<file path="src/common/vhl_pkg.sv">
// shared constants and types for the connection lookup block
package vhl_pkg;
  // register offsets
  localparam logic [7:0] OFS_CTRL   = 8'h70;
  localparam logic [7:0] OFS_SBASE  = 8'h74;
  localparam logic [7:0] OFS_FBASE  = 8'h78;
  localparam logic [7:0] OFS_HBASE  = 8'h7C;
  localparam logic [7:0] OFS_QLEN   = 8'h80;
  localparam logic [7:0] OFS_STAT   = 8'h84;
  localparam logic [7:0] OFS_QBASE  = 8'h88;
  // reset values
  localparam logic [31:0] RST_REG   = 32'h0000_0000;
  // control register fields
  localparam int TAB_LSB            = 17;
  localparam int CACHE_BIT          = 0;
  localparam logic [3:0] TAB_MAX    = 4'hE;
  // hash bucket word positions
  localparam logic [22:0] BKT_HDR   = 23'h000001;
  localparam logic [22:0] BKT_CTRL  = 23'h000002;
  localparam logic [22:0] BKT_VCC   = 23'h000004;
  // word of the connection table holding the buffer address
  localparam logic [22:0] VCC_CBUF  = 23'h000001;
  // bucket control word fields and unknown count word field
  localparam int NEXT_W             = 23;
  localparam int MIDB_LSB           = 23;
  localparam int TYPE_LSB           = 27;
  localparam int CNT_LSB            = 16;
  localparam logic [3:0] MID_MAXB   = 4'hA;
  // queue entry sizes and fixed message queue span, in bytes
  localparam logic [4:0]  STQ_ENTRY = 5'h10;
  localparam logic [4:0]  FBQ_ENTRY = 5'h08;
  localparam logic [16:0] MSGQ_SPAN = 17'h00800;
  localparam int NUM_Q              = 5;

  typedef enum logic [1:0] {
    AAL_T5  = 2'h0,
    AAL_T0  = 2'h1,
    AAL_T34 = 2'h2,
    AAL_TRS = 2'h3
  } vhl_aal_t;

  typedef enum logic [3:0] {
    ST_IDLE = 4'h0,
    ST_HRD  = 4'h1,
    ST_MASK = 4'h3,
    ST_HDR  = 4'h2,
    ST_CTRL = 4'h6,
    ST_VCC  = 4'h7,
    ST_CBUF = 4'h5,
    ST_DONE = 4'h4,
    ST_CRD  = 4'hC,
    ST_CWR  = 4'hD
  } vhl_state_t;
endpackage : vhl_pkg

</file>
<file path="src/core/vhl_hash_index.sv">
// hash index from cell header and table size
`timescale 1ns/100ps
module vhl_hash_index (
  input  wire logic [31:0] cell_hdr_i,
  input  wire logic [3:0]  tab_log2_i,
  output logic      [13:0] index_o
);
  logic [7:0]  vpi;
  logic [15:0] vci;
  logic [11:0] fold12;
  logic [13:0] fold14;
  logic [13:0] mask14;
  logic        wide;

  assign vpi    = cell_hdr_i[27:20];
  assign vci    = cell_hdr_i[19:4];
  assign fold12 = {vpi, vci[15:12]} ^ vci[11:0];
  assign fold14 = {vpi, vci[15:14], 4'h0} ^ vci[13:0];
  assign wide   = (tab_log2_i >= vhl_pkg::TAB_MAX);
  assign mask14 = 14'((15'h0001 << tab_log2_i) - 15'h0001);
  assign index_o = wide ? fold14 : ({2'h0, fold12} & mask14);
endmodule : vhl_hash_index

</file>
<file path="src/core/vhl_bucket_cmp.sv">
// masked header compare and connection pointer slot selection
`timescale 1ns/100ps
module vhl_bucket_cmp (
  input  wire logic [31:0] mask_i,
  input  wire logic [31:0] bkt_hdr_i,
  input  wire logic [31:0] cell_hdr_i,
  input  wire logic [31:0] ctrl_i,
  input  wire logic [9:0]  mid_i,
  input  wire logic [22:0] bkt_ptr_i,
  output logic             match_o,
  output logic [1:0]       adaptation_type_o,
  output logic [22:0]      next_o,
  output logic [22:0]      vcc_slot_o
);
  logic [3:0]  mid_bits;
  logic [3:0]  bits_eff;
  logic [9:0]  mid_mask;
  logic [9:0]  mid_sel;

  assign match_o    = ((mask_i & cell_hdr_i) == bkt_hdr_i);
  assign adaptation_type_o = ctrl_i[vhl_pkg::TYPE_LSB +: 2];
  assign next_o     = ctrl_i[vhl_pkg::NEXT_W-1:0];
  assign mid_bits   = ctrl_i[vhl_pkg::MIDB_LSB +: 4];
  // codes above ten keep ten active bits
  assign bits_eff   = (mid_bits > vhl_pkg::MID_MAXB) ? vhl_pkg::MID_MAXB
                                                     : mid_bits;
  assign mid_mask   = 10'((11'h001 << bits_eff) - 11'h001);
  // only multiplexed connections step past the first slot
  assign mid_sel    = (adaptation_type_o == vhl_pkg::AAL_T34) ?
                      (mid_i & mid_mask) : 10'h000;
  assign vcc_slot_o = bkt_ptr_i + vhl_pkg::BKT_VCC
                    + {13'h0000, mid_sel};
endmodule : vhl_bucket_cmp

</file>
<file path="src/core/vhl_lookup.sv">
// connection lookup engine with reassembly base registers
`timescale 1ns/100ps
////////////////////////////////////////////////////////////////////////////////
// Operation
// - index is {VPI[7:0],VCI[15:12]} xor VCI[11:0], masked by table size
// - index width runs from zero to fourteen bits
// - chain pointer read at hash base plus index times four
// - size fourteen uses {VPI,VCI[15:14],0000} xor VCI[13:0]
// - bucket matches when mask AND header equals bucket header word
// - on mismatch follow next pointer and compare again, in order
// - null next without match discards cell, bumps unknown count
// - AAL3/4 pointer at bucket base plus four plus masked MID
// - AAL5 uses first pointer; AAL3/4 one pointer per MID
// - AAL0 catch-all bucket matches unknown cells, reported as hits
// - status entries sixteen bytes, free entries eight, lengths configured
// - engine message queue fixed at 2048 bytes, no initialisation
// - sixteen-bit bases taken from registers 0x74 0x78 0x7C 0x88
// - matched connection table yields the current buffer address
// - adaptation type 00 AAL5, 01 AAL0, 10 AAL3/4
// - table size sits in control bits 20 to 17 at 0x70
// - table entries and next pointers are 23-bit word addresses
module vhl_lookup (
  input  wire logic        ref_clk_i,
  input  wire logic        rst_n_i,
  // register port
  input  wire logic [7:0]  reg_addr_i,
  input  wire logic [31:0] reg_wdata_i,
  input  wire logic        reg_wr_i,
  input  wire logic        reg_rd_i,
  output logic [31:0]      reg_rdata_o,
  // cell header in
  input  wire logic        hdr_valid_i,
  input  wire logic [31:0] hdr_i,
  input  wire logic [9:0]  mid_i,
  output logic             hdr_ready_o,
  // lookup answer
  output logic             res_valid_o,
  output logic             res_hit_o,
  output logic [1:0]       res_type_o,
  output logic [22:0]      res_conn_ptr_o,
  output logic [31:0]      res_cbuf_o,
  // local memory
  output logic             mem_req_o,
  output logic             mem_we_o,
  output logic [24:0]      mem_addr_o,
  output logic [31:0]      mem_wdata_o,
  input  wire logic        mem_ack_i,
  input  wire logic [31:0] mem_rdata_i,
  // queue area limits (byte address one past the end)
  output logic [16:0]      hstat_end_o,
  output logic [16:0]      lstat_end_o,
  output logic [16:0]      hfree_end_o,
  output logic [16:0]      lfree_end_o,
  output logic [16:0]      msgq_end_o
);
  ////////////////////////////////////////////////////////////////////////////
  // registers
  logic [31:0] ctrl_q, sbase_q, fbase_q, hbase_q, qbase_q, qlen_q;
  logic [31:0] rdata_q;
  logic [15:0] miss_tally_q;
  logic [3:0]  tab_log2;
  logic [31:0] rd_mux;
  logic        sel_ctrl, sel_sbase, sel_fbase, sel_hbase, sel_qbase;
  logic        sel_qlen, sel_stat;
  vhl_pkg::vhl_state_t state_q, state_d;

  assign tab_log2  = ctrl_q[vhl_pkg::TAB_LSB +: 4];
  assign sel_ctrl  = (reg_addr_i == vhl_pkg::OFS_CTRL);
  assign sel_sbase = (reg_addr_i == vhl_pkg::OFS_SBASE);
  assign sel_fbase = (reg_addr_i == vhl_pkg::OFS_FBASE);
  assign sel_hbase = (reg_addr_i == vhl_pkg::OFS_HBASE);
  assign sel_qbase = (reg_addr_i == vhl_pkg::OFS_QBASE);
  assign sel_qlen  = (reg_addr_i == vhl_pkg::OFS_QLEN);
  assign sel_stat  = (reg_addr_i == vhl_pkg::OFS_STAT);
  assign rd_mux = sel_ctrl  ? ctrl_q  : sel_sbase ? sbase_q :
                  sel_fbase ? fbase_q : sel_hbase ? hbase_q :
                  sel_qbase ? qbase_q : sel_qlen  ? qlen_q  :
                  sel_stat  ? {12'h000, state_q, miss_tally_q} :
                  32'h0000_0000;

  // cache bit is stored but has no effect on the lookup
  always_ff @(posedge ref_clk_i) begin
    if (!rst_n_i) begin
      ctrl_q  <= vhl_pkg::RST_REG;
      sbase_q <= vhl_pkg::RST_REG;
      fbase_q <= vhl_pkg::RST_REG;
      hbase_q <= vhl_pkg::RST_REG;
      qbase_q <= vhl_pkg::RST_REG;
      qlen_q  <= vhl_pkg::RST_REG;
      rdata_q <= vhl_pkg::RST_REG;
    end else begin
      if (reg_wr_i && sel_ctrl)  ctrl_q  <= reg_wdata_i;
      if (reg_wr_i && sel_sbase) sbase_q <= reg_wdata_i;
      if (reg_wr_i && sel_fbase) fbase_q <= reg_wdata_i;
      if (reg_wr_i && sel_hbase) hbase_q <= reg_wdata_i;
      if (reg_wr_i && sel_qbase) qbase_q <= reg_wdata_i;
      if (reg_wr_i && sel_qlen)  qlen_q  <= reg_wdata_i;
      if (reg_rd_i)              rdata_q <= rd_mux;
    end
  end
  assign reg_rdata_o = rdata_q;

  ////////////////////////////////////////////////////////////////////////////
  // queue area limits
  logic [15:0] q_base [vhl_pkg::NUM_Q];
  logic [16:0] q_span [vhl_pkg::NUM_Q];
  logic [16:0] q_end_q [vhl_pkg::NUM_Q];

  assign q_base[0] = sbase_q[15:0];
  assign q_base[1] = sbase_q[31:16];
  assign q_base[2] = fbase_q[15:0];
  assign q_base[3] = fbase_q[31:16];
  assign q_base[4] = qbase_q[15:0];
  assign q_span[0] = 17'(qlen_q[7:0]   * vhl_pkg::STQ_ENTRY);
  assign q_span[1] = 17'(qlen_q[15:8]  * vhl_pkg::STQ_ENTRY);
  assign q_span[2] = 17'(qlen_q[23:16] * vhl_pkg::FBQ_ENTRY);
  assign q_span[3] = 17'(qlen_q[31:24] * vhl_pkg::FBQ_ENTRY);
  assign q_span[4] = vhl_pkg::MSGQ_SPAN;

  for (genvar g = 0; g < vhl_pkg::NUM_Q; g++) begin : g_qend
    always_ff @(posedge ref_clk_i) begin
      if (!rst_n_i) q_end_q[g] <= 17'h00000;
      else          q_end_q[g] <= {1'b0, q_base[g]} + q_span[g];
    end
  end
  assign hstat_end_o = q_end_q[0];
  assign lstat_end_o = q_end_q[1];
  assign hfree_end_o = q_end_q[2];
  assign lfree_end_o = q_end_q[3];
  assign msgq_end_o  = q_end_q[4];

  ////////////////////////////////////////////////////////////////////////////
  // lookup datapath
  logic [31:0] cell_q, mask_q, bhdr_q, hash_src;
  logic [9:0]  mid_q;
  logic [22:0] ptr_q, conn_q;
  logic        match_q;
  logic [1:0]  type_q;
  logic [13:0] hidx;
  logic        cmp_match;
  logic [1:0]  cmp_type;
  logic [22:0] cmp_next, cmp_slot;
  logic [24:0] hash_addr, cnt_addr, addr_d;
  logic [14:0] tab_entries;
  logic [3:0]  tab_eff;
  logic        take_hdr, ack_hrd, ack_ctrl, req_d;

  vhl_hash_index u_hash (
    .cell_hdr_i (hash_src),
    .tab_log2_i (tab_log2),
    .index_o    (hidx)
  );

  vhl_bucket_cmp u_cmp (
    .mask_i     (mask_q),
    .bkt_hdr_i  (bhdr_q),
    .cell_hdr_i (cell_q),
    .ctrl_i     (mem_rdata_i),
    .mid_i      (mid_q),
    .bkt_ptr_i  (ptr_q),
    .match_o    (cmp_match),
    .adaptation_type_o (cmp_type),
    .next_o     (cmp_next),
    .vcc_slot_o (cmp_slot)
  );

  assign tab_eff     = (tab_log2 > vhl_pkg::TAB_MAX) ? vhl_pkg::TAB_MAX
                                                     : tab_log2;
  assign tab_entries = 15'h0001 << tab_eff;
  assign hash_addr   = {9'h000, hbase_q[15:0]} + {9'h000, hidx, 2'b00};
  assign cnt_addr    = {9'h000, hbase_q[15:0]}
                     + {8'h00, tab_entries, 2'b00};
  assign take_hdr    = hdr_valid_i && hdr_ready_o;
  // index the incoming header on the edge that takes it
  assign hash_src    = take_hdr ? hdr_i : cell_q;
  assign ack_hrd     = mem_ack_i && (state_q == vhl_pkg::ST_HRD);
  assign ack_ctrl    = mem_ack_i && (state_q == vhl_pkg::ST_CTRL);

  always_comb begin
    state_d = state_q;
    case (state_q)
      vhl_pkg::ST_IDLE: if (take_hdr) state_d = vhl_pkg::ST_HRD;
      vhl_pkg::ST_HRD: if (mem_ack_i) begin
        state_d = (mem_rdata_i[22:0] == 23'h0) ? vhl_pkg::ST_CRD
                                               : vhl_pkg::ST_MASK;
      end
      vhl_pkg::ST_MASK: if (mem_ack_i) state_d = vhl_pkg::ST_HDR;
      vhl_pkg::ST_HDR:  if (mem_ack_i) state_d = vhl_pkg::ST_CTRL;
      vhl_pkg::ST_CTRL: if (mem_ack_i) begin
        if (match_q)                 state_d = vhl_pkg::ST_VCC;
        else if (cmp_next == 23'h0)  state_d = vhl_pkg::ST_CRD;
        else                         state_d = vhl_pkg::ST_MASK;
      end
      vhl_pkg::ST_VCC:  if (mem_ack_i) state_d = vhl_pkg::ST_CBUF;
      vhl_pkg::ST_CBUF: if (mem_ack_i) state_d = vhl_pkg::ST_DONE;
      vhl_pkg::ST_CRD:  if (mem_ack_i) state_d = vhl_pkg::ST_CWR;
      vhl_pkg::ST_CWR:  if (mem_ack_i) state_d = vhl_pkg::ST_DONE;
      vhl_pkg::ST_DONE: state_d = vhl_pkg::ST_IDLE;
      default:          state_d = vhl_pkg::ST_IDLE;
    endcase
  end

  always_comb begin
    case (state_d)
      vhl_pkg::ST_HRD:  addr_d = hash_addr;
      vhl_pkg::ST_MASK: addr_d = {(ack_hrd ? mem_rdata_i[22:0]
                                  : ack_ctrl ? cmp_next : ptr_q), 2'b00};
      vhl_pkg::ST_HDR:  addr_d = {ptr_q + vhl_pkg::BKT_HDR, 2'b00};
      vhl_pkg::ST_CTRL: addr_d = {ptr_q + vhl_pkg::BKT_CTRL, 2'b00};
      vhl_pkg::ST_VCC:  addr_d = ack_ctrl ? {cmp_slot, 2'b00} : mem_addr_o;
      vhl_pkg::ST_CBUF: addr_d = (state_q == vhl_pkg::ST_VCC)
                        ? {mem_rdata_i[22:0] + vhl_pkg::VCC_CBUF, 2'b00}
                        : mem_addr_o;
      vhl_pkg::ST_CRD:  addr_d = cnt_addr;
      default:          addr_d = mem_addr_o;
    endcase
  end
  assign req_d = (state_d != vhl_pkg::ST_IDLE)
              && (state_d != vhl_pkg::ST_DONE);

  // memory request stays up across chained accesses, address moves on ack
  always_ff @(posedge ref_clk_i) begin
    if (!rst_n_i) begin
      state_q     <= vhl_pkg::ST_IDLE;
      mem_req_o   <= 1'b0;
      mem_we_o    <= 1'b0;
      mem_addr_o  <= 25'h0000000;
      mem_wdata_o <= 32'h0000_0000;
    end else begin
      state_q    <= state_d;
      mem_req_o  <= req_d;
      mem_addr_o <= addr_d;
      mem_we_o   <= (state_d == vhl_pkg::ST_CWR);
      if (state_q == vhl_pkg::ST_CRD && mem_ack_i)
        mem_wdata_o <= {mem_rdata_i[31:vhl_pkg::CNT_LSB] + 16'h0001,
                        mem_rdata_i[vhl_pkg::CNT_LSB-1:0]};
    end
  end

  always_ff @(posedge ref_clk_i) begin
    if (!rst_n_i) begin
      cell_q  <= 32'h0000_0000;
      mid_q   <= 10'h000;
      mask_q  <= 32'h0000_0000;
      bhdr_q  <= 32'h0000_0000;
      ptr_q   <= 23'h000000;
      conn_q  <= 23'h000000;
      match_q <= 1'b0;
      type_q  <= 2'h0;
    end else begin
      if (take_hdr) begin
        cell_q <= hdr_i;
        mid_q  <= mid_i;
      end
      if (ack_hrd) ptr_q <= mem_rdata_i[22:0];
      if (ack_ctrl && !match_q) ptr_q <= cmp_next;
      if (mem_ack_i && state_q == vhl_pkg::ST_MASK) mask_q <= mem_rdata_i;
      if (mem_ack_i && state_q == vhl_pkg::ST_HDR) begin
        bhdr_q  <= mem_rdata_i;
        match_q <= ((mask_q & cell_q) == mem_rdata_i);
      end
      if (ack_ctrl) type_q <= cmp_type;
      if (mem_ack_i && state_q == vhl_pkg::ST_VCC)
        conn_q <= mem_rdata_i[22:0];
    end
  end

  ////////////////////////////////////////////////////////////////////////////
  // result
  always_ff @(posedge ref_clk_i) begin
    if (!rst_n_i) begin
      hdr_ready_o    <= 1'b0;
      res_valid_o    <= 1'b0;
      res_hit_o      <= 1'b0;
      res_type_o     <= 2'h0;
      res_conn_ptr_o <= 23'h000000;
      res_cbuf_o     <= 32'h0000_0000;
      miss_tally_q   <= 16'h0000;
    end else begin
      hdr_ready_o <= (state_d == vhl_pkg::ST_IDLE);
      res_valid_o <= (state_d == vhl_pkg::ST_DONE);
      if (mem_ack_i && state_q == vhl_pkg::ST_CBUF) begin
        res_hit_o      <= 1'b1;
        res_type_o     <= type_q;
        res_conn_ptr_o <= conn_q;
        res_cbuf_o     <= mem_rdata_i;
      end
      if (mem_ack_i && state_q == vhl_pkg::ST_CWR) begin
        res_hit_o      <= 1'b0;
        res_type_o     <= 2'h0;
        res_conn_ptr_o <= 23'h000000;
        res_cbuf_o     <= 32'h0000_0000;
        miss_tally_q   <= miss_tally_q + 16'h0001;
      end
    end
  end
endmodule : vhl_lookup

</file>
<file path="config.mk">
export PLATFORM = sky130hd
export DESIGN_NAME = vhl_lookup
export DESIGN_NICKNAME = d
export VERILOG_FILES = /design/src/common/vhl_pkg.sv /design/src/core/vhl_hash_index.sv /design/src/core/vhl_bucket_cmp.sv /design/src/core/vhl_lookup.sv
export SDC_FILE = /design/constraint.sdc
export NUM_CORES = 2
export LEC_CHECK = 0
export BUFFER_PORTS_ARGS = -buffer_cell sky130_fd_sc_hd__buf_2
export CAP_MARGIN = 5
export CORE_MARGIN = 2
export CORE_UTILIZATION = 55
export CTS_BUF_LIST = sky130_fd_sc_hd__clkbuf_4
export DETAILED_ROUTE_END_ITERATION = 16
export PLACE_DENSITY = 0.76
export SLEW_MARGIN = 20
export SYNTH_ARGS = -nofsm -noshare
export SYNTH_HDL_FRONTEND = slang
export SYNTH_SLANG_ARGS = --single-unit
</file>
<file path="constraint.sdc">
create_clock -name ref_clk_i -period 9.3 [get_ports ref_clk_i]
set_input_delay 0.465 -clock ref_clk_i [delete_from_list [all_inputs] [get_ports ref_clk_i]]
set_output_delay 0.465 -clock ref_clk_i [all_outputs]
set_load 0.005 [all_outputs]
</file>
## Word-level counts from Yosys, hierarchy flattened

Memory sizes are Yosys's and may differ from the RTL's.
Cells that the tools add are included.

| storage, ports and cells | value |
|---|---|
| logic and storage cells | 154 |
| input port bits | 120 |
| memory bits (writable) | 85 |
| flip-flop bits (word level) | 486 |
| output and inout port bits | 236 |
| memories | 1 |

| operators by class | value |
|---|---|
| mux-type cells | 37 |
| bitwise operators | 11 |
| $add $sub $neg | 16 |
| reductions and logical operators | 27 |
| equality and inequality tests | 29 |
| order comparisons | 3 |
| shifts and indexed selects | 3 |

Memory list:

| name | words | width | read ports | clocked after Yosys merged registers in | write ports | RTL line | source |
|---|---|---|---|---|---|---|---|
| q_end_q | 5 | 17 | 5 | 0 | 5 | vhl_lookup.sv:107 | `logic [16:0] q_end_q [vhl_pkg::NUM_Q];` |

Operator list:

| operator | count |
|---|---|
| 2-to-1 mux 32 bit | 6 |
| one-hot mux 25 bit (7 select lines) | 1 |
| 2-to-1 mux 23 bit | 4 |
| 2-to-1 mux 17 bit | 5 |
| 2-to-1 mux 25 bit | 2 |
| 2-to-1 mux 4 bit | 12 |
| adder 23 x 1 -> 23 bit (second input constant) | 2 |
| adder 16 x 11 -> 17 bit | 2 |
| adder 16 x 12 -> 17 bit | 2 |
| adder 16 x 1 -> 16 bit (second input constant) | 2 |
| AND 32 bit | 1 |
| equality test 32 bit | 1 |
| equality test 8 x 7 -> 1 bit (second input constant) | 4 |
| one-hot mux 4 bit (8 select lines) | 1 |
| equality test 4 x 3 -> 1 bit (second input constant) | 7 |
| 2-to-1 mux 28 bit | 1 |
| equality test 8 bit (second input constant) | 3 |
| adder 23 x 10 -> 23 bit | 1 |
| adder 23 x 2 -> 23 bit (second input constant) | 1 |
| adder 23 x 3 -> 23 bit (second input constant) | 1 |
| zero test 23 bit | 1 |
| 2-to-1 mux 20 bit | 1 |
| adder 16 x 17 -> 18 bit | 1 |
| adder 16 x 12 -> 17 bit (second input constant) | 1 |
| other kinds (31) | 63 |

## Depth between registers and ports, before layout

| logic depth | value |
|---|---|
| depth in word-level cells | 9 |
| gate-level depth with buffers | 21 |
| gate-level depth less buffers | 19 |

## Modules after synthesis

Synthesis repeated with hierarchy kept, for this count alone.

| unflattened totals | value |
|---|---|
| cells, all modules | 3976 |
| area, all modules | 30525.5 um^2 |

By module, submodules not included:

| module | cells each | sequential area each (um^2) | area each (um^2) | instances |
|---|---|---|---|---|
| vhl_lookup | 3658 | 12071.6 | 28279.6 | 1 |
| vhl_bucket_cmp | 231 | 0.0 | 1670.4 | 1 |
| vhl_hash_index | 87 | 0.0 | 575.6 | 1 |

## Least setup slack after synthesis

No wires, ideal clock.

| path | value |
|---|---|
| kind | input-to-reg |
| start point | in mem_rdata_i[24] |
| end point | reg mem_addr_o[14] |
| path slack | 5.113 ns |
| arrival time | 4.061 ns |
| data required time | 9.174 ns |
| cell stages on the path | 19 |
| library setup time | 0.126 ns |
| buffers on the path | 2 |
| cell sequence | clkbuf_1 clkbuf_1 nor2_1 nand2_1 ha_1 xnor2_1 nand3_1 ha_1 inv_1 ha_1 a21o_1 a21oi_1 o21ai_0 a2111o_1 a31o_2 a31oi_1 o211ai_4 a2111oi_2 a21oi_1 |

| on the way | value |
|---|---|
| cells in the longest elaborated chain, start to end | 9 |

RTL lines:

| what | RTL line | source |
|---|---|---|
| from (decl) | vhl_lookup.sv:48 | `input wire logic [31:0] mem_rdata_i,` |
| > comparator 4 bit | vhl_bucket_cmp.sv:25 | `assign bits_eff = (mid_bits > vhl_pkg::MID_MAXB) ? vhl_pkg::MID_MAXB` |
| 2-to-1 mux 4 bit * | vhl_bucket_cmp.sv:25 |  |
| << shifter 1 x 4 -> 10 bit * | vhl_bucket_cmp.sv:27 | `assign mid_mask = 10'((11'h001 << bits_eff) - 11'h001);` |
| subtractor 10 x 1 -> 10 bit * | vhl_bucket_cmp.sv:27 |  |
| AND 10 bit * | vhl_bucket_cmp.sv:30 | `(mid_i & mid_mask) : 10'h000;` |
| 2-to-1 mux 10 bit * | vhl_bucket_cmp.sv:29 | `assign mid_sel = (adaptation_type_o == vhl_pkg::AAL_T34) ?` |
| adder 23 x 10 -> 23 bit * | vhl_bucket_cmp.sv:32 | `+ {13'h0000, mid_sel};` |
| 2-to-1 mux 25 bit * | vhl_lookup.sv:210 | `vhl_pkg::ST_VCC: addr_d = ack_ctrl ? {cmp_slot, 2'b00} : mem_addr_o;` |
| one-hot mux 25 bit (7 select lines) * | vhl_lookup.sv:204 | `case (state_d)` |
| to (signal assigned) | vhl_lookup.sv:232 | `mem_addr_o <= addr_d;` |
| to (decl) | vhl_lookup.sv:45 | `output logic [24:0] mem_addr_o,` |

Mark *: on every way between the ends. The rest lies on a longest branch, timed or not. The select of a mux whose other input is x is not followed.
A chain may end at the register's enable or synchronous reset.

## Worst setup path in the final report

| path | value |
|---|---|
| start point | reg hdr_ready_o |
| end point | reg mem_addr_o[16] |

| on the way | value |
|---|---|
| cells in the longest elaborated chain, start to end | 7 |
| elaborated cells between the ends (all ways) | 21 |
| those cells by class | add/sub: 1; eq/ne: 9; mux: 5; bitwise: 3; reduce/logical: 3 |

RTL lines:

| what | RTL line | source |
|---|---|---|
| from (decl) | vhl_lookup.sv:35 | `output logic hdr_ready_o,` |
| from (signal assigned) | vhl_lookup.sv:280 | `hdr_ready_o <= (state_d == vhl_pkg::ST_IDLE);` |
| logical AND 1 bit * | vhl_lookup.sv:173 | `assign take_hdr = hdr_valid_i && hdr_ready_o;` |
| 2-to-1 mux 28 bit | -- |  |
| XOR 12 bit | vhl_hash_index.sv:17 | `assign fold12 = {vpi, vci[15:12]} ^ vci[11:0];` |
| AND 12 x 14 -> 14 bit | vhl_hash_index.sv:21 | `assign index_o = wide ? fold14 : ({2'h0, fold12} & mask14);` |
| 2-to-1 mux 14 bit | vhl_hash_index.sv:21 |  |
| adder 16 x 16 -> 17 bit | vhl_lookup.sv:170 | `assign hash_addr = {9'h000, hbase_q[15:0]} + {9'h000, hidx, 2'b00};` |
| one-hot mux 25 bit (7 select lines) | vhl_lookup.sv:204 |  |

Mark *: on every way between the ends. The rest lies on a longest branch, timed or not.

==> metrics.cfg <==
[yosys]
synth.net_count=3801
syn_area_mm2=0.0292
synthCells=3586
synth_warnings=0
synth_seq_cells=571
synth_flop_cell=dfxtp_1
synthArstFlopShare_pct=0
syn_area_per_cell_um2=8.14
synth_edf_count=0
synth_cell_types=102
yosysSeqAreaShare_pct=39.2

[worst_setup_path]
crit_path_start_kind=register
critical_path.startpoint=hdr_ready_o
path_max_fanout=52
cp-end-kind=register
critical_path_required_ps=10190
timing.rr.start=hdr_ready_o
arrival_ps=6120
crit_type=reg -> reg

[timing]
fin_crit_sh_pct=56.3
worstMarginPinSlew_ps=1140
period_minus_slack_ps=5230
skew_ps=73.5
finalMaxSlewViolations=0
rsz0062_at_grt=no
finalSetupTns_ps=0
setup_viol=0
fmax_mhz=191
hold_ws_ps=52.9
max_slew_margin_pct=23.4
finalHoldViolations=0

[clocking]
clock_sinks=571
numCtsBuffers=153
clk_pin_slew_ps=70
clock_path_buffers=3
cts_tree=done
cts_hold_buf=106
htreeDepth=4
root_buffer=clkbuf_4
cts_setup_buffers=0
cts.repair.resized=0
clk_latency_ps=1050

[drt]
wl_met2_um=46100
met1_length_um=41000
vias_per_cell=5.89
postRouteAntennaNets=0
dr.pass1.iters=6
routedWlPerCell_um=21.1
routed.top_layer=met5
via_count=28100
drtIter0Drc=2937
met3WireLength_um=9390
drc=0
drt-total-wl_um=101000

[die]
start_util_pct=55.5
ios=356
fp-row-count=84
dieArea_mm2=0.0549
die_w_um=234
die_y_um=234
core_mm2=0.0526

[grt]
gr-usage-all-layers_pct=35.9
grt_pass1_wl_um=151000
antenna_found_initial=4
grt_pass1_vias=26100
grt.overflow.total=0
grt_max_degree=208

[outcome]
status=finished, final reports clean

[final_layout]
final_cell_mix=nand2_1, dfxtp_1, buf_2
syn2layout_area_growth_pct=16.7
nFillCells=4536
finalInstanceArea_mm2=0.0341
layout_commonest_cell=nand2_1
multi_input_area_mm2=0.0165
fin_nets=4184
register_area_mm2=0.0114
layout-drive-gt1-share_pct=16.5

[placement]
io_buffers=355
dp_hpwl_um=67800
gp_congestion=1.01
place_area_mm2=0.0311

[worst_hold_path]
hold_start=hdr_valid_i
hold_path_class=in -> reg

[power_and_ir_drop]
pwr_density_cell_mw_per_mm2=159
irDropWorstVdd_v=0.000137
p_leak_uw=0.0138

[flow_run]
cap_violations=0

[cell type report]
cell class | count | area share [%]
antenna | 6 | 0.0441
sequential | 571 | 33.6
clock buffer | 205 | 4.52
inverter | 62 | 0.683
multi-input combinational | 2688 | 48.5
timing repair buffer | 493 | 9.10
clock inverter | 59 | 1.08
tap | 688 | 2.53
[sequential cells by signal, indices dropped and copies added (netlist names), 16 cells and up]
signal	cells
q_end_q	85
cell_q	32
ctrl_q	32
fbase_q	32
hbase_q	32
mask_q	32
mem_wdata_o	32
qbase_q	32
qlen_q	32
reg_rdata_o	32
res_cbuf_o	32
sbase_q	32
mem_addr_o	25
conn_q	23
ptr_q	23
res_conn_ptr_o	23
miss_tally_q	16
[cells in the mapped netlist (8+ instances only)]
library cell | count | area share [%]
ha_1 | 88 | 3.8
xnor2_1 | 116 | 3.5
o211ai_1 | 10 | 0.26
buf_1 | 24 | 0.31
a222oi_1 | 21 | 0.72
a21o_1 | 22 | 0.57
xor2_1 | 67 | 2.0
clkbuf_1 | 211 | 2.7
buf_2 | 15 | 0.26
inv_1 | 62 | 0.80
a21boi_0 | 304 | 7.8
o21ai_0 | 88 | 1.5
nand3_1 | 74 | 1.3
nand2b_1 | 16 | 0.34
a31oi_1 | 20 | 0.43
nor2_1 | 145 | 1.9
a221oi_1 | 40 | 1.2
nor3b_1 | 15 | 0.39
nor3_1 | 36 | 0.62
o211a_1 | 14 | 0.48
buf_4 | 8 | 0.21
nand4_1 | 24 | 0.51
nor4_1 | 18 | 0.39
o221ai_1 | 9 | 0.27
o22ai_1 | 20 | 0.43
mux2i_1 | 82 | 2.8
or3_1 | 13 | 0.28
a22oi_1 | 20 | 0.51
a21oi_1 | 200 | 3.4
nor2b_1 | 100 | 2.1
and3_1 | 31 | 0.66
nand2_1 | 871 | 11
dfxtp_1 | 571 | 39
and2_1 | 81 | 1.7
[per-layer routing]
| metal | global-route usage [%] | up-vias |
|---|---|---|
| met4 | 16.5 | 2 |
| li1 | - | 13200 |
| met3 | 8.75 | 258 |
| met5 | 0 | - |
| met1 | 46.1 | 13200 |
| met2 | 56.9 | 1445 |
[stage by stage]
| step | std cells | util, % | setup slack [ps] | total power, uW |
|---|---|---|---|---|
| after global placement | 4396 | 59.1 | 4190 | 3160 |
| after global routing | 4770 | 64.8 | 3930 | 5620 |
| after CTS | 4766 | 64.8 | 4250 | 5400 |
| after detailed placement | 4396 | 59.1 | 4100 | 3160 |
| after floorplan | 3586 | - | 5110 | 2940 |
| final | 4772 | 64.8 | 4070 | 5400 |
[critical path, cell delays in order, from the launching register on]
cell,delay (ps)
dfxtp_1,350
and2_2,140
buf_4,540
a21oi_1,140
nor3_1,400
or3_1,650
nand3_4,500
mux2i_1,390
inv_1,80
ha_1,270
nand4_1,170
a311oi_4,60
o22ai_2,410
xor2_1,220
o2111ai_1,150
a221oi_1,400
a21oi_1,120
[cells by family after synthesis]
family | share of synthesized area (%)
flops | 39.2
simple gates | 23.4
fa+ha+maj | 4.25
buf+inv | 4.53
mux | 3.06
compound gates | 20.1
xor+xnor | 5.49
[worst paths after layout]
path	to	cells past startpoint	slack (ps)
worst max-delay path	mem_addr_o[16]	16	4070
worst min-delay path	mid_q[4]	5	50
worst max register to register	mem_addr_o[16]	16	4070
worst min register to register	res_conn_ptr_o[19]	2	410
[power breakdown]
group / switching (uW) / internal, uW / total (uW) / leakage [uW]
clock: 1100 / 1140 / 2240 / 0.00111
sequential: 66.6 / 2500 / 2570 / 0.00461
combinational: 373 / 224 / 597 / 0.00811
total: 1540 / 3860 / 5400 / 0.0138
(Power assumes the default switching activity.)
